## config.mk

```make
export PLATFORM = sky130hd
export DESIGN_NAME = ptt_timer
export DESIGN_NICKNAME = d
export VERILOG_FILES = /design/src/core/ptt_pkg.sv /design/src/core/ptt_slow_div.sv /design/src/core/ptt_prescaler.sv /design/src/core/ptt_timer.sv
export SDC_FILE = /design/constraint.sdc
export NUM_CORES = 1
export LEC_CHECK = 0
export ABC_CLOCK_PERIOD_IN_PS = 2600
export BUFFER_PORTS_ARGS = -buffer_cell sky130_fd_sc_hd__buf_2
export CELL_PAD_IN_SITES_DETAIL_PLACEMENT = 1
export CELL_PAD_IN_SITES_GLOBAL_PLACEMENT = 1
export CORE_UTILIZATION = 41
export DETAILED_ROUTE_END_ITERATION = 10
export GPL_TIMING_DRIVEN = 1
export HOLD_SLACK_MARGIN = 0.02
export PLACE_DENSITY_LB_ADDON = 0.1
export SYNTH_ARGS = -nofsm -noshare
export SYNTH_HDL_FRONTEND = slang
export SYNTH_SLANG_ARGS = --single-unit
```

## constraint.sdc

```tcl
create_clock -name aclk -period 2.6 [get_ports aclk]
set_input_delay 0.26 -clock aclk [delete_from_list [all_inputs] [get_ports aclk]]
set_output_delay 0.26 -clock aclk [all_outputs]
set_load 0.02 [all_outputs]
```

## src/core/ptt_pkg.sv

```systemverilog
// package: register map, fields and constants of the periodic tick timer
`default_nettype none
package ptt_pkg;
   localparam int unsigned ADDR_W = 8;
   // register byte offsets
   localparam logic [7:0] OFF_CFG = 8'h00;
   localparam logic [7:0] OFF_PRESC = 8'h04;
   localparam logic [7:0] OFF_RELOAD = 8'h08;
   localparam logic [7:0] OFF_CSR = 8'h0C;
   localparam logic [7:0] OFF_COUNT = 8'h10;
   localparam logic [7:0] OFF_IRQ_STAT = 8'h14;
   localparam logic [7:0] OFF_IRQ_MASK = 8'h18;
   localparam logic [7:0] OFF_MODE = 8'h1C;
   // cfg fields
   localparam int unsigned CFG_LOCK_CFG = 0;
   localparam int unsigned CFG_LOCK_PRESC = 1;
   localparam int unsigned CFG_LOCK_TMR = 2;
   // csr fields
   localparam int unsigned CSR_RST = 0;
   localparam int unsigned CSR_TC = 1;
   localparam int unsigned CSR_IEN = 2;
   // mode field: power state of the device
   localparam logic [1:0] MODE_ACTIVE = 2'h0;
   localparam logic [1:0] MODE_HALT = 2'h3;
   // prescaler field
   localparam int unsigned PRESC_W = 3;
   localparam logic [2:0] PRESC_MAX = 3'h5;
   localparam int unsigned DIV_W = 5;
   localparam logic [15:0] RELOAD_RST = 16'hFFFF;
   // slow reference clock: 32.768 kHz, derived from aclk (200 MHz)
   localparam longint unsigned ACLK_HZ = 200000000;
   localparam longint unsigned SLOW_HZ = 32768;
   localparam int unsigned SLOW_DIV = int'(ACLK_HZ / SLOW_HZ);
   localparam logic [1:0] RESP_OKAY = 2'h0;
   localparam logic [1:0] RESP_SLVERR = 2'h2;
endpackage : ptt_pkg
`default_nettype wire

```

## src/core/ptt_slow_div.sv

```systemverilog
// slow reference clock enable divider with freeze input
`default_nettype none
module ptt_slow_div #(
   parameter int unsigned DIV = 6103
) (
   input wire logic aclk,
   input wire logic aresetn,
   input wire logic freeze,
   output logic slow_en
);
   logic [15:0] cnt_q, cnt_d;
   logic en_d;
   // count down; one pulse per wrap, hold while frozen
   always_comb begin
      cnt_d = cnt_q;
      en_d = 1'b0;
      if (!freeze) begin
         if (cnt_q == 16'h0000) begin
            cnt_d = 16'(DIV - 1);
            en_d = 1'b1;
         end else begin
            cnt_d = cnt_q - 16'h0001;
         end
      end
   end
   always_ff @(posedge aclk) begin
      if (!aresetn) begin
         cnt_q <= 16'h0000;
         slow_en <= 1'b0;
      end else begin
         cnt_q <= cnt_d;
         slow_en <= en_d;
      end
   end
endmodule : ptt_slow_div
`default_nettype wire

```

## src/core/ptt_prescaler.sv

```systemverilog
// prescaler: divides the slow enable by 1..32 into the tick enable
`default_nettype none
module ptt_prescaler (
   input wire logic aclk,
   input wire logic aresetn,
   input wire logic slow_en,
   input wire logic [2:0] sel,
   output logic tick_en
);
   logic [4:0] cnt_q, cnt_d;
   logic [4:0] lim;
   logic tick_d;
   // unused codes act as the largest divisor
   always_comb begin
      if (sel > ptt_pkg::PRESC_MAX) begin
         lim = 5'h1F;
      end else begin
         lim = 5'((6'h01 << sel) - 6'h01);
      end
      cnt_d = cnt_q;
      tick_d = 1'b0;
      if (slow_en) begin
         if (cnt_q >= lim) begin
            cnt_d = 5'h00;
            tick_d = 1'b1;
         end else begin
            cnt_d = cnt_q + 5'h01;
         end
      end
   end
   always_ff @(posedge aclk) begin
      if (!aresetn) begin
         cnt_q <= 5'h00;
         tick_en <= 1'b0;
      end else begin
         cnt_q <= cnt_d;
         tick_en <= tick_d;
      end
   end
endmodule : ptt_prescaler
`default_nettype wire

```

## src/core/ptt_timer.sv

```systemverilog
// periodic tick timer top: AXI4-Lite registers, prescaler, reload counter
`default_nettype none
module ptt_timer #(
   parameter int unsigned SLOW_DIV = ptt_pkg::SLOW_DIV
) (
   input wire logic aclk,
   input wire logic aresetn,
   input wire logic [7:0] s_axi_awaddr,
   input wire logic s_axi_awvalid,
   output logic s_axi_awready,
   input wire logic [31:0] s_axi_wdata,
   input wire logic [3:0] s_axi_wstrb,
   input wire logic s_axi_wvalid,
   output logic s_axi_wready,
   output logic [1:0] s_axi_bresp,
   output logic s_axi_bvalid,
   input wire logic s_axi_bready,
   input wire logic [7:0] s_axi_araddr,
   input wire logic s_axi_arvalid,
   output logic s_axi_arready,
   output logic [31:0] s_axi_rdata,
   output logic [1:0] s_axi_rresp,
   output logic s_axi_rvalid,
   input wire logic s_axi_rready,
   output logic tick_irq,
   output logic terminal_pulse,
   output logic wakeup_terminal
);
   logic slow_en, tick_en, halt;
   logic [2:0] lock_q, lock_d;
   logic [2:0] presc_q, presc_d;
   logic [15:0] reload_q, reload_d;
   logic [15:0] count_q, count_d;
   logic restart_q, restart_d;
   logic ien_q, ien_d;
   logic tc_q, tc_d;
   logic pulse_q, pulse_d;
   logic [1:0] mode_q, mode_d;
   logic stat_q, stat_d;
   logic mask_q, mask_d;
   logic irq_d;
   logic tick_go, hold_q, hold_d; // tick caught while halted
   logic aw_q, aw_d, w_q, w_d, bv_q, bv_d, rv_q, rv_d;
   logic [7:0] awa_q, awa_d;
   logic [31:0] wd_q, wd_d, rd_q, rd_d;
   logic [1:0] br_q, br_d, rr_q, rr_d;
   logic wr_go, rd_go, wr_bad, zero_hit;
   logic [31:0] rmux;
   logic rbad;

   assign halt = (mode_q == ptt_pkg::MODE_HALT);
   // a tick that lands in the first two halted cycles waits, so none is lost
   assign tick_go = (tick_en || hold_q) && !halt;

   ptt_slow_div #(.DIV(SLOW_DIV)) u_div (
      .aclk(aclk),
      .aresetn(aresetn),
      .freeze(halt),
      .slow_en(slow_en)
   );

   ptt_prescaler u_presc (
      .aclk(aclk),
      .aresetn(aresetn),
      .slow_en(slow_en),
      .sel(presc_q),
      .tick_en(tick_en)
   );

   // write channel capture: address and data in either order
   assign wr_go = aw_q && w_q && !bv_q;
   always_comb begin
      aw_d = aw_q;
      w_d = w_q;
      awa_d = awa_q;
      wd_d = wd_q;
      bv_d = bv_q;
      br_d = br_q;
      if (s_axi_awvalid && !aw_q) begin
         aw_d = 1'b1;
         awa_d = s_axi_awaddr;
      end
      if (s_axi_wvalid && !w_q) begin
         w_d = 1'b1;
         wd_d = s_axi_wdata;
      end
      if (wr_go) begin
         aw_d = 1'b0;
         w_d = 1'b0;
         bv_d = 1'b1;
         br_d = wr_bad ? ptt_pkg::RESP_SLVERR : ptt_pkg::RESP_OKAY;
      end
      if (bv_q && s_axi_bready) begin
         bv_d = 1'b0;
      end
   end

   // unmapped write offsets answer slverr
   always_comb begin
      unique case (awa_q)
         ptt_pkg::OFF_CFG, ptt_pkg::OFF_PRESC, ptt_pkg::OFF_RELOAD,
         ptt_pkg::OFF_CSR, ptt_pkg::OFF_COUNT, ptt_pkg::OFF_IRQ_STAT,
         ptt_pkg::OFF_IRQ_MASK, ptt_pkg::OFF_MODE: wr_bad = 1'b0;
         default: wr_bad = 1'b1;
      endcase
   end

   // read path: one registered answer per address
   assign rd_go = s_axi_arvalid && !rv_q;
   always_comb begin
      rmux = 32'h0000_0000;
      rbad = 1'b0;
      unique case (s_axi_araddr)
         ptt_pkg::OFF_CFG: rmux = {29'h0, lock_q};
         ptt_pkg::OFF_PRESC: rmux = {29'h0, presc_q};
         ptt_pkg::OFF_RELOAD: rmux = {16'h0, reload_q};
         ptt_pkg::OFF_CSR: rmux = {29'h0, ien_q, tc_q, restart_q};
         ptt_pkg::OFF_COUNT: rmux = {16'h0, count_q};
         ptt_pkg::OFF_IRQ_STAT: rmux = {31'h0, stat_q};
         ptt_pkg::OFF_IRQ_MASK: rmux = {31'h0, mask_q};
         ptt_pkg::OFF_MODE: rmux = {30'h0, mode_q};
         default: rbad = 1'b1;
      endcase
      rv_d = rv_q;
      rd_d = rd_q;
      rr_d = rr_q;
      if (rd_go) begin
         rv_d = 1'b1;
         rd_d = rmux;
         rr_d = rbad ? ptt_pkg::RESP_SLVERR : ptt_pkg::RESP_OKAY;
      end else if (rv_q && s_axi_rready) begin
         rv_d = 1'b0;
      end
   end

   // register writes, counter, flags and interrupt
   always_comb begin
      lock_d = lock_q;
      presc_d = presc_q;
      reload_d = reload_q;
      restart_d = restart_q;
      ien_d = ien_q;
      tc_d = tc_q;
      mode_d = mode_q;
      stat_d = stat_q;
      mask_d = mask_q;
      count_d = count_q;
      pulse_d = pulse_q;
      hold_d = hold_q;
      zero_hit = 1'b0;
      if (wr_go && s_axi_wstrb[0]) begin
         unique case (awa_q)
            ptt_pkg::OFF_CFG: begin
               if (!lock_q[ptt_pkg::CFG_LOCK_CFG]) begin
                  lock_d = lock_q | wd_q[2:0];
               end
            end
            ptt_pkg::OFF_PRESC: begin
               if (!lock_q[ptt_pkg::CFG_LOCK_PRESC]) begin
                  presc_d = wd_q[2:0];
               end
            end
            ptt_pkg::OFF_RELOAD: begin
               if (!lock_q[ptt_pkg::CFG_LOCK_TMR]) begin
                  reload_d[7:0] = wd_q[7:0];
               end
            end
            ptt_pkg::OFF_CSR: begin
               if (!lock_q[ptt_pkg::CFG_LOCK_TMR]) begin
                  ien_d = wd_q[ptt_pkg::CSR_IEN];
                  if (wd_q[ptt_pkg::CSR_RST]) begin
                     restart_d = 1'b1;
                  end
                  if (wd_q[ptt_pkg::CSR_TC]) begin
                     tc_d = 1'b0;
                  end
               end
            end
            ptt_pkg::OFF_IRQ_STAT: begin
               if (wd_q[0]) begin
                  stat_d = 1'b0;
               end
            end
            ptt_pkg::OFF_IRQ_MASK: mask_d = wd_q[0];
            ptt_pkg::OFF_MODE: mode_d = wd_q[1:0];
            default: ;
         endcase
      end
      if (wr_go && s_axi_wstrb[1] && awa_q == ptt_pkg::OFF_RELOAD
          && !lock_q[ptt_pkg::CFG_LOCK_TMR]) begin
         reload_d[15:8] = wd_q[15:8];
      end
      // tick: count down, reload at zero or on restart; pulse one tick
      if (halt && tick_en) begin
         hold_d = 1'b1;
      end else if (tick_go) begin
         hold_d = 1'b0;
      end
      if (tick_go) begin
         pulse_d = 1'b0;
         if (restart_q) begin
            count_d = reload_q;
            restart_d = 1'b0;
         end else if (count_q == 16'h0000) begin
            count_d = reload_q;
         end else begin
            count_d = count_q - 16'h0001;
            if (count_d == 16'h0000) begin
               zero_hit = 1'b1;
            end
         end
         if (zero_hit) begin
            pulse_d = 1'b1;
            tc_d = 1'b1;
            if (ien_q) begin
               stat_d = 1'b1;
            end
         end
      end
      irq_d = stat_d && mask_d;
   end

   always_ff @(posedge aclk) begin
      if (!aresetn) begin
         lock_q <= 3'h0;
         presc_q <= 3'h0;
         reload_q <= ptt_pkg::RELOAD_RST;
         count_q <= ptt_pkg::RELOAD_RST;
         restart_q <= 1'b0;
         ien_q <= 1'b0;
         tc_q <= 1'b0;
         pulse_q <= 1'b0;
         hold_q <= 1'b0;
         mode_q <= ptt_pkg::MODE_ACTIVE;
         stat_q <= 1'b0;
         mask_q <= 1'b0;
         tick_irq <= 1'b0;
         aw_q <= 1'b0;
         w_q <= 1'b0;
         awa_q <= 8'h00;
         wd_q <= 32'h0000_0000;
         bv_q <= 1'b0;
         br_q <= 2'h0;
         rv_q <= 1'b0;
         rd_q <= 32'h0000_0000;
         rr_q <= 2'h0;
      end else begin
         lock_q <= lock_d;
         presc_q <= presc_d;
         reload_q <= reload_d;
         count_q <= count_d;
         restart_q <= restart_d;
         ien_q <= ien_d;
         tc_q <= tc_d;
         pulse_q <= pulse_d;
         hold_q <= hold_d;
         mode_q <= mode_d;
         stat_q <= stat_d;
         mask_q <= mask_d;
         tick_irq <= irq_d;
         aw_q <= aw_d;
         w_q <= w_d;
         awa_q <= awa_d;
         wd_q <= wd_d;
         bv_q <= bv_d;
         br_q <= br_d;
         rv_q <= rv_d;
         rd_q <= rd_d;
         rr_q <= rr_d;
      end
   end

   // pulse copies to the outputs and the wakeup path, all registered
   always_ff @(posedge aclk) begin
      if (!aresetn) begin
         terminal_pulse <= 1'b0;
         wakeup_terminal <= 1'b0;
         s_axi_awready <= 1'b0;
         s_axi_wready <= 1'b0;
         s_axi_arready <= 1'b0;
      end else begin
         terminal_pulse <= pulse_d;
         wakeup_terminal <= pulse_d;
         s_axi_awready <= !aw_d && !(s_axi_awvalid && !aw_q);
         s_axi_wready <= !w_d && !(s_axi_wvalid && !w_q);
         s_axi_arready <= !rv_d && !rd_go;
      end
   end

   assign s_axi_bvalid = bv_q;
   assign s_axi_bresp = br_q;
   assign s_axi_rvalid = rv_q;
   assign s_axi_rdata = rd_q;
   assign s_axi_rresp = rr_q;

   // checks
   a_pulse_sets_tc: assert property (@(posedge aclk) disable iff (!aresetn)
      $rose(pulse_q) |-> tc_q)
      else $error("terminal pulse without flag");
   a_restart_clears: assert property (@(posedge aclk) disable iff (!aresetn)
      (restart_q && tick_go)
      |=> (!restart_q && count_q == $past(reload_q)))
      else $error("restart not done");
   a_lock_sticky: assert property (@(posedge aclk) disable iff (!aresetn)
      1'b1 |=> ((lock_q & $past(lock_q)) == $past(lock_q)))
      else $error("lock released");
   a_halt_freeze: assert property (@(posedge aclk) disable iff (!aresetn)
      halt |=> $stable(count_q))
      else $error("count moved in halt");
   a_irq_gated: assert property (@(posedge aclk) disable iff (!aresetn)
      tick_irq |-> mask_q)
      else $error("masked irq");
   a_count_step: assert property (@(posedge aclk) disable iff (!aresetn)
      (tick_go && !restart_q && count_q != 16'h0000)
      |=> count_q == $past(count_q) - 16'h0001)
      else $error("bad decrement");
   a_zero_reload: assert property (@(posedge aclk) disable iff (!aresetn)
      (tick_go && count_q == 16'h0000)
      |=> count_q == $past(reload_q))
      else $error("no reload at zero");
   a_wake_copy: assert property (@(posedge aclk) disable iff (!aresetn)
      wakeup_terminal == terminal_pulse)
      else $error("wakeup path differs");
   c_pulse: cover property (@(posedge aclk) $rose(terminal_pulse));
   c_irq: cover property (@(posedge aclk) $rose(tick_irq));
   c_restart: cover property (@(posedge aclk) $fell(restart_q));
endmodule : ptt_timer
`default_nettype wire

```

-- After elaboration in Yosys (flattened, before gate mapping)
Memory sizes are Yosys's and may differ from the RTL's. A register that Yosys moved wholly into a read port is not among the register bits.
Index checks and enable logic that the tools add are counted.
- register bits: 138
- latch bits: 0
- bits in writable memories: 0
- bits in read-only memories: 32
- input bits: 59
- logic and storage cells: 152
- memories: 1
- memories (name ; words ; width ; rd ports ; clocked after Yosys merged registers in ; write ports ; line ; text):
    (name not given) ; 32 ; 1 ; 1 ; 1 ; 0 ; ptt_timer.sv:100 ; unique case (awa_q)
- $add $sub $neg: 4
- multipliers: 0
- divide/modulo/power cells: 0
- order comparisons: 2
- eq/ne operators: 14
- shift operators: 1
- multiplexer cells: 47
- bitwise gates (word level): 5
- reduce and logical (&&, ||, !) cells: 47
- operators by type and width (operator ; count):
    case mux 16 bit (8 select lines) ; 1
    equality test 8 x 5 -> 1 bit (second input constant) ; 7
    zero test 16 bit ; 3
    two-way mux 16 bit ; 3
    two-way mux 1 bit ; 37
    equality test 8 x 4 -> 1 bit (second input constant) ; 4
    subtractor 16 x 1 -> 16 bit (second input constant) ; 2
    two-way mux 5 bit ; 4
    logical AND 1 bit ; 17
    equality test 8 x 3 -> 1 bit (second input constant) ; 2
    zero test 8 bit ; 2
    zero test 1 bit ; 12
    AND reduction 3 bit ; 4
    OR reduction 8 bit ; 1
    AND reduction 2 bit ; 3
    adder 5 x 1 -> 5 bit (second input constant) ; 1
    greater-or-equal comparator 5 bit ; 1
    << shifter 1 x 3 -> 5 bit (first input constant) ; 1
    subtractor 5 x 1 -> 5 bit (second input constant) ; 1
    two-way mux 2 bit ; 2
    NOT 1 bit ; 4
    OR reduction 2 bit ; 2
    > comparator 3 bit (second input constant) ; 1
    zero test 3 bit ; 1
    other kinds (4) ; 4

-- Longest topological paths before layout
Gate-level depths: netlist (run 1).
- depth after elaboration: 9
- mapped depth: 12

-- Cells and area by module
A second synthesis (run 1) with hierarchy kept.
- cell total of the unflattened synthesis: 712
- area, all modules: 6093.3 um2
- by module, submodules not included (module ; instances ; cells each ; area each (um2)):
    ptt_timer ; 1 ; 576 ; 4812.1
    ptt_slow_div ; 1 ; 80 ; 817.0
    ptt_prescaler ; 1 ; 56 ; 464.2

-- Least setup slack after synthesis (run 1)
Ideal clock, no wire load.
- path type: flip-flop to flip-flop
- start: reg presc_q[2]
- end: reg u_presc.cnt_q[2]
- setup time: 0.116 ns
- data arrival time: 2.186 ns
- data required time: 2.484 ns
- slack: 0.298 ns
- cell stages (with the launch flop): 12
- period minus slack after synthesis: 2.302 ns
- cell sequence: dfxtp_1 -> clkbuf_1 -> or3_1 -> ha_1 -> nor2b_1 -> a21oi_1 -> o22ai_1 -> ha_1 -> a21oi_1 -> o21ai_0 -> nand2_1 -> and3_1
- longest elaborated chain between the ends: 5
- elaborated cells between the ends (all ways): 6
- those cells by class: add/sub (1); order compare (2); shift (1); mux (2)
- ends and longest elaborated chain (item ; line ; text):
    start, declared ; ptt_timer.sv:31 ; logic [2:0] presc_q, presc_d;
    start signal, assigned ; ptt_timer.sv:249 ; presc_q <= presc_d;
    << shifter 1 x 3 -> 5 bit ; ptt_prescaler.sv:18 ; lim = 5'((6'h01 << sel) - 6'h01);
    subtractor 5 x 1 -> 5 bit ; ptt_prescaler.sv:18 ;
    two-way mux 5 bit * ; ptt_prescaler.sv:15 ; if (sel > ptt_pkg::PRESC_MAX) begin
    greater-or-equal comparator 5 bit * ; ptt_prescaler.sv:23 ; if (cnt_q >= lim) begin
    two-way mux 5 bit * ; ptt_prescaler.sv:23 ;
    end signal, assigned ; ptt_prescaler.sv:36 ; cnt_q <= cnt_d;
    end, declared ; ptt_prescaler.sv:10 ; logic [4:0] cnt_q, cnt_d;
Every way passes the cells marked *; elsewhere a longest branch is shown, timed or not.
A chain may end at the register's enable or synchronous reset.

-- Worst setup path after layout (run 1)
- start: reg count_q[1]
- end: reg count_q[12]
- longest elaborated chain between the ends: 3
- elaborated cells between the ends (all ways): 4
- those cells by class: add/sub (1); mux (2); reduce/logical (1)
- ends and longest elaborated chain (item ; line ; text):
    start, declared ; ptt_timer.sv:33 ; logic [15:0] count_q, count_d;
    start signal, assigned ; ptt_timer.sv:228 ; count_q <= ptt_pkg::RELOAD_RST;
    start signal, assigned ; ptt_timer.sv:251 ; count_q <= count_d;
    subtractor 16 x 1 -> 16 bit / zero test 16 bit (equally long branches) ; ptt_timer.sv:207, ptt_timer.sv:204 ;
    two-way mux 16 bit * ; ptt_timer.sv:204 ; end else if (count_q == 16'h0000) begin
    two-way mux 16 bit * ; ptt_timer.sv:201 ; if (restart_q) begin
Marked as above.

==> results_dict.tcl, run 1 <==
set metrics [dict create \
    maxSlewViolCount 0 \
    synthTopCellsByCount "sky130_fd_sc_hd__dfxtp_1 (121), sky130_fd_sc_hd__nand2_1 (91), sky130_fd_sc_hd__nor2_1 (75)" \
    cap_viol_max_count 0 \
    kind_of_critical_path "register to register" \
    sequential_area_share_after_synthesis_pct 42.7 \
    critical_path.endpoint_type "register" \
    power_frac_comb_pct 15.9 \
    layout-drive-gt1-share_pct 17.6 \
    clock_insertion_delay_at_the_later_pin_of_the_skew_report_ns 0.43 \
    cts-buffers-inserted 17 \
    start_util_pct 42.5 \
    grt_setup_unrepaired "false" \
    post-dp-hpwl_mm 11.1 \
    globalRoute.totalOverflow 0 \
    ys.warnings.count 0 \
    cpPeakStageDelay_ns 0.41 \
    worst_path_max_delay_cell "sky130_fd_sc_hd__or3b_4" \
    portion_of_netlist_area_occupied_by_mux_cells_pct 6.00 \
    global_route_wire_length_before_repair_mm 26.4 \
    max_clock_freq_ghz 0.411 \
    fin_area_um2 6740 \
    routed_wl_mm 16.0 \
    post_synth_instance_area_um2 5670 \
    antenna_violating_nets_post_route 0 \
    syn-instance-count 671 \
    vdd.ir_drop.worst_mv 0.441 \
    cts_htree_levels 4 \
    grt_antenna_before_repair 1 \
    synth_simple_gate_area_share_pct 22.7 \
    synth_edf_count 0 \
    cellInternalPower_mw 3.88 \
    avgSynthCellArea_um2 8.45 \
    fin_crit_ns 2.43 \
    holdWs_ns 0.0621 \
    worst_hold_path_type "input pin to register" \
    nets 803 \
    layoutNonFillerInstCount 921 \
    clock_skew_ns 0.0119 \
    utilization_pct 50.5 \
    most_common_flop_cell_mapped_by_yosys "sky130_fd_sc_hd__dfxtp_1" \
    synth_top_area_cell "sky130_fd_sc_hd__dfxtp_1" \
    track_usage_pct 23.9 \
    synth_cell_types 60 \
    dp_slack_ns 0.152 \
    sw_frac_of_total_pct 28.6 \
    power.static_leakage_nw 2.81 \
    clk_root_buffer_cell "sky130_fd_sc_hd__clkbuf_16" \
    power_density_nw_per_um2 806 \
    number_of_global_route_vias_before_repair 5251 \
    cts.sink_count 121 \
    die_width_um 120 \
    relSlewSlack_pct 56.0 \
    place.port_buffers 66 \
    report.final.setup_viol 0 \
    placement.cell_area_um2 6130 \
    dp_cells 889 \
    post_synth_xor_area_fraction_pct 3.40 \
    die_y_um 120 \
    critical_path_peak_fanout 5 \
    clock_power_share_pct 44.6 \
    ios 103 \
    route.detailed.wl_per_inst_um 17.4 \
    synth-seq-cells 121 \
    via_per_instance_ratio 5.47 \
    yosysTopAreaCellShare_pct 42.7 \
    largest_cells_by_area_after_synthesis "sky130_fd_sc_hd__dfxtp_1 (43%), sky130_fd_sc_hd__nand2_1 (6.0%), sky130_fd_sc_hd__mux2i_1 (6.0%)" \
    synth_compound_area_share_pct 16.2 \
    clock_tree_from_tritoncts "built" \
    via_count 5039 \
    num_antenna_cells 0 \
    postSynth.asyncResetShare_pct 0 \
    power.share.sequential_pct 39.5 \
    final.period_utilization_pct 93.5 \
    drcViolationCount 0 \
    worst_slack_ns 0.168 \
    grt_start_max_net_pins 69 \
    hold_buffer_count_at_cts 0 \
    finalHoldViolations 0 \
    arrival_ns 2.70 \
    reg2reg_slack_ns 0.17 \
    gp_routability_congestion 0.822 \
    critPathLaunchType "register" \
    cp.required_ns 2.87 \
    outcome "finished clean" \
    tightest_slew_ns 0.659 \
    ctsLongestPathBuffers 2 \
    fin_tns_setup_ns 0 \
    clkTransAtPathRegs_ns 0.06 \
    drt_first_iter_violations 314 \
    syn_to_final_growth_pct 18.7 \
    synth_top_family_by_area "simple AND/OR/NAND/NOR gates" \
    placeableCoreArea_um2 13300 \
    cp_cell_sequence "inv_1 > ha_2 > or3b_4 > or3_1 > or3_4 > nor3_2 > a31o_1 > a32oi_1" \
    synthAdderAreaFrac_pct 2.65 \
    synth_most_common_cell "sky130_fd_sc_hd__dfxtp_1" \
    p_switching_mw 1.55 \
    post-layout-total-power_mw 5.43 \
    fp.dieArea_um2 14300 \
    core.rowCount 42 \
    drt_pre_antenna_iters 4 \
]
layout make-up:
cell class / count / area [um^2]
timing repair buffer: 83 / 470
tap: 176 / 220
clock buffer: 19 / 433
fill: 1620 / 6610
clock inverter: 13 / 168
multi-input combinational: 495 / 2970
inverter: 14 / 52.6
sequential: 121 / 2420
worst paths after layout:
kind,startpoint,end,depth (start not counted)
worst max-delay path,count_q[1],count_q[12],8
worst min-delay path,s_axi_wdata[10],wd_q[10],3
worst max register to register,count_q[1],count_q[12],8
worst min register to register,wd_q[5],wd_q[5],2
worst max-delay path: cells and delay by family, from the launching register on:
kind	cells	cell delay [ns]
AND/OR/NAND/NOR	4	1.26
flip-flops	1	0.35
AO/OA/AOI/OAI	2	0.27
adder cells (fa/ha/maj)	1	0.25
buffers and inverters	1	0.14
state kept, by name, indices dropped and copies added (netlist names), 2 cells and up, named ones only:
| signal | count |
|---|---|
| u_presc.cnt_q | 5 |
| wd_q | 16 |
| presc_q | 3 |
| u_div.cnt_q | 16 |
| s_axi_rdata | 16 |
| lock_q | 3 |
| mode_q | 2 |
| awa_q | 8 |
| reload_q | 16 |
| count_q | 16 |
metal layers:
metal,up-vias,wire (um),global-route usage [%]
met4,2,207,7.97
met1,2468,7370,30.4
met5,-,10,0
li1,2435,-,-
met3,20,846,5.80
met2,114,7550,39.4
cell usage in the layout, fill, tap and decap left out, types with 4 or more instances in the layout:
cell type	Yosys	final
sky130_fd_sc_hd__dfxtp_1	121	121
sky130_fd_sc_hd__nand2_1	91	91
sky130_fd_sc_hd__nor2_1	75	75
sky130_fd_sc_hd__buf_2	4	66
sky130_fd_sc_hd__a21oi_1	57	57
sky130_fd_sc_hd__mux2i_1	34	34
sky130_fd_sc_hd__conb_1	1	18
sky130_fd_sc_hd__clkbuf_16	0	17
sky130_fd_sc_hd__o21ai_0	17	16
sky130_fd_sc_hd__buf_4	19	16
sky130_fd_sc_hd__xnor2_1	15	15
sky130_fd_sc_hd__nor3_1	13	13
sky130_fd_sc_hd__inv_1	14	13
sky130_fd_sc_hd__a22oi_1	13	13
sky130_fd_sc_hd__a2bb2oi_1	12	12
sky130_fd_sc_hd__ha_1	12	11
sky130_fd_sc_hd__o21ai_1	8	9
sky130_fd_sc_hd__nand3_1	8	8
sky130_fd_sc_hd__and3_1	8	8
sky130_fd_sc_hd__nor2b_1	8	8
sky130_fd_sc_hd__nand4_1	7	7
sky130_fd_sc_hd__nand2b_1	7	7
sky130_fd_sc_hd__xor2_1	7	7
sky130_fd_sc_hd__o22ai_1	6	6
sky130_fd_sc_hd__and2_1	6	6
sky130_fd_sc_hd__nor4_1	6	6
sky130_fd_sc_hd__or3_1	5	5
sky130_fd_sc_hd__o21a_1	5	5
sky130_fd_sc_hd__clkinvlp_4	0	5
sky130_fd_sc_hd__a31oi_1	4	4
sky130_fd_sc_hd__inv_6	0	4
kinds of logic (layout without fill, tap and decap cells):
group,after synthesis,in the layout
simple gates,262,262
compound gates,147,147
flops,121,121
buf+inv,72,129
mux,34,34
xor+xnor,22,22
fa+ha+maj,12,12
other cells,1,18
repair_timing:
item / in CTS / in global routing
endpoints found under the setup margin: 0 / 5
buffers inserted: 0 / 0
resized for setup: 0 / 2
power by group through the flow:
| stage | Clock [mW] | Sequential [mW] | Combinational (mW) |
|---|---|---|---|
| 2_1_floorplan | 0 | 2.15 | 0.684 |
| 3_3_place_gp | 0 | 2.17 | 0.822 |
| 3_5_place_dp | 0 | 2.18 | 0.862 |
| 4_1_cts | 2.46 | 2.15 | 0.875 |
| 5_1_grt | 2.55 | 2.16 | 0.974 |
| 6_report | 2.42 | 2.14 | 0.861 |
(Power assumes the default switching activity.)
==> inputs of run 2 (changes only) <==
CORE_UTILIZATION = 42   (was 41)
SYNTH_HIERARCHICAL = 1   (was not set)
==> run 2 against run 1 <==
Register-to-register slack lost 0.099 ns. Sequential power is essentially flat. Power shrank 0.48%. Global-route usage grew 0.37 points. Non-clock buffer count grew 23. Synthesized area grew 7.4%. Critical path depth is the same. Clock power shrank 4%. Maximum frequency shrank 3.9%. Core utilization grew 1.4 points. Via count grew 5.6%. Routed wire length grew 5.5%. Largest cell class unchanged.
==> results_dict.tcl, run 2 <==
set metrics [dict create \
    min_delay_worst_endpoint "wd_q[8]" \
    via_count 5319 \
    globalRoute.totalOverflow 0 \
    leading_cell_types_in_the_layout_fill_and_taps_excluded "sky130_fd_sc_hd__dfxtp_1 (121), sky130_fd_sc_hd__nand2_1 (115), sky130_fd_sc_hd__buf_2 (66)" \
    finalHoldViolations 0 \
    number_of_global_route_vias_before_repair 5450 \
    critical_path.endpoint_type "register" \
    clock_skew_ns 0.00709 \
    hp-start "s_axi_wdata[8]" \
    reg2reg_slack_ns 0.07 \
    relSlewSlack_pct 50.8 \
    layout_commonest_cell "sky130_fd_sc_hd__dfxtp_1" \
    track_usage_pct 24.2 \
    synth-seq-cells 121 \
    worst_hold_path_type "input pin to register" \
    power_density_nw_per_um2 741 \
    drt_pre_antenna_iters 4 \
    sequential_area_share_after_synthesis_pct 39.8 \
    cts-buffers-inserted 17 \
    die_width_um 122 \
    maxSlewViolCount 0 \
    worst_path_max_delay_cell "sky130_fd_sc_hd__or4_4" \
    routed_wl_mm 16.9 \
    critPathTopFamily "simple AND/OR/NAND/NOR gates" \
    hold_buffer_count_at_cts 0 \
    cp_cell_sequence "inv_2 > ha_2 > or4b_4 > o31a_1 > or4_4 > a221oi_2 > and4_1 > o21a_1" \
    syn-instance-count 712 \
    ys.warnings.count 6 \
    post_synth_instance_area_um2 6090 \
    post-dp-hpwl_mm 12.2 \
    largest_cells_by_area_after_synthesis "sky130_fd_sc_hd__dfxtp_1 (40%), sky130_fd_sc_hd__nand2_1 (7.1%), sky130_fd_sc_hd__mux2i_1 (4.6%)" \
    cpPeakStageDelay_ns 0.51 \
    synth_edf_count 0 \
    via_per_instance_ratio 5.42 \
    worstHoldPathCells 3 \
    synth_most_common_cell "sky130_fd_sc_hd__dfxtp_1" \
    holdWs_ns 0.0947 \
    vdd.ir_drop.worst_mv 0.472 \
    antenna_violating_nets_post_route 0 \
    drcViolationCount 0 \
    avgSynthCellArea_um2 8.56 \
    dp_cells 948 \
    max_clock_freq_ghz 0.395 \
    ios 103 \
    die_y_um 122 \
    crit-reg2reg-launch "count_q[0]" \
    worstReg2RegEnd "tick_irq" \
    synth_top_area_cell "sky130_fd_sc_hd__dfxtp_1" \
    final.period_utilization_pct 97.3 \
    fin_crit_ns 2.53 \
    grt_antenna_before_repair 0 \
    critical_path_peak_fanout 2 \
    utilization_pct 51.9 \
    postSynth.asyncResetShare_pct 0 \
    placeableCoreArea_um2 14000 \
    ff2ff_path_depth 8 \
    critPathLaunchType "register" \
    grt_start_max_net_pins 44 \
    arrival_ns 2.89 \
    layoutNonFillerInstCount 982 \
    global_route_wire_length_before_repair_mm 27.9 \
    filler_cell_count 1700 \
    critical_path_buf_inv_count 1 \
    gp_routability_congestion 0.814 \
    synthTopCellsByCount "sky130_fd_sc_hd__dfxtp_1 (121), sky130_fd_sc_hd__nand2_1 (115), sky130_fd_sc_hd__clkbuf_1 (39)" \
    nets 859 \
    cp.required_ns 2.96 \
    tightest_slew_ns 0.738 \
    kind_of_critical_path "register to register" \
    report.final.setup_viol 0 \
    drt_first_iter_violations 224 \
    num_antenna_cells 0 \
    core.rowCount 43 \
    power.static_leakage_nw 2.92 \
    clock_insertion_delay_at_the_later_pin_of_the_skew_report_ns 0.42 \
    syn_to_final_growth_pct 19.6 \
    cts.sink_count 121 \
    cts_htree_levels 4 \
    outcome "finished clean" \
    place.port_buffers 66 \
    route.detailed.wl_per_inst_um 17.2 \
    start_util_pct 43.4 \
    most_common_flop_cell_mapped_by_yosys "sky130_fd_sc_hd__dfxtp_1" \
    clk_root_buffer_cell "sky130_fd_sc_hd__clkbuf_16" \
    grt_setup_unrepaired "true" \
    ctsLongestPathBuffers 2 \
    fin_tns_setup_ns 0 \
    layout-drive-gt1-share_pct 21.7 \
    fp.dieArea_um2 15000 \
    yosysTopAreaCellShare_pct 39.8 \
    synth_cell_types 68 \
    clock_tree_from_tritoncts "built" \
    clkTransAtPathRegs_ns 0.05 \
    cap_viol_max_count 0 \
]
[run 2: changes by cell type after synthesis, sizes merged, moves of 5 or more]
cell	previous run	this run
o21ai	25	32
clkbuf	32	39
o22ai	6	13
a21boi	2	24
nor2b	8	24
mux2i	34	28
nor2	76	38
xnor2	15	10
a21oi	57	22
and2	6	20
a2bb2oi	12	1
nand2	92	117
mux2	0	10
nand3	8	17
[run 2: worst max-delay path by stage]
stage / end / depth (start not counted) / start / slack [ns]
floorplan: stat_q / 10 / count_q[0] / 0.01
global placement: tick_irq / 8 / count_q[1] / 0.11
detailed placement: tick_irq / 8 / count_q[1] / 0.009
CTS: tick_irq / 8 / count_q[1] / 0.03
global route: tick_irq / 8 / count_q[0] / -0.02
finish: tick_irq / 8 / count_q[0] / 0.07
[run 2: through the flow]
step	setup slack [ns]	power (mW)	instance area, um^2
floorplan	0.0108	2.86	6160
global placement	0.106	3.05	6680
detailed placement	0.00853	3.10	6680
CTS	0.0267	5.45	7270
global route	-0.0175	5.66	7290
finish	0.0694	5.40	7290
[run 2: worst reg2reg max path: stages (launching register included)]
cell and delay, ns:
sky130_fd_sc_hd__dfxtp_1 0.32, sky130_fd_sc_hd__inv_2 0.06, sky130_fd_sc_hd__ha_2 0.17, sky130_fd_sc_hd__or4b_4 0.48, sky130_fd_sc_hd__o31a_1 0.27, sky130_fd_sc_hd__or4_4 0.51, sky130_fd_sc_hd__a221oi_2 0.27, sky130_fd_sc_hd__and4_1 0.27
sky130_fd_sc_hd__o21a_1 0.13
[run 2: final cells by class]
class	count	area [um^2]	area share, %
clock buffers	25	495	6.80
repair buffers	106	631	8.65
inverters	16	60.1	0.824
multi-input cells	527	3360	46.2
well taps	180	225	3.09
flip-flops and latches	121	2420	33.2
clock inverters	7	90.1	1.24
[run 2: cells by family (layout without fill, tap and decap cells)]
group | after synthesis | after routing | share of synthesized area (%)
other | 1 | 18 | 0.0615
DFF | 121 | 121 | 39.8
xor gates and xnor gates | 17 | 17 | 2.44
AOI/OAI and AO/OA | 140 | 140 | 15.4
adders and majority gates | 11 | 11 | 2.26
muxes | 41 | 41 | 7.56
buffers and inverters | 81 | 154 | 6.53
and+or+nand+nor | 300 | 300 | 26.0
[run 2: layer usage]
| metal | wire [um] | GRT usage, % |
|---|---|---|
| met2 | 7910 | 39.5 |
| met4 | 259 | 9.53 |
| met3 | 655 | 4.51 |
| met5 | 0 | 0 |
| met1 | 8040 | 31.6 |
[run 2: power by group]
group	internal [mW]	switching (mW)
Clock	1.51	0.827
Sequential	2.00	0.165
Combinational	0.389	0.514
[run 2: timing repair]
item / 4_1_cts / 5_1_grt
setup endpoints to repair: 2 / 7
buffers inserted: 0 / 2
pin swaps: 0 / 2
gates resized for setup: 1 / 5
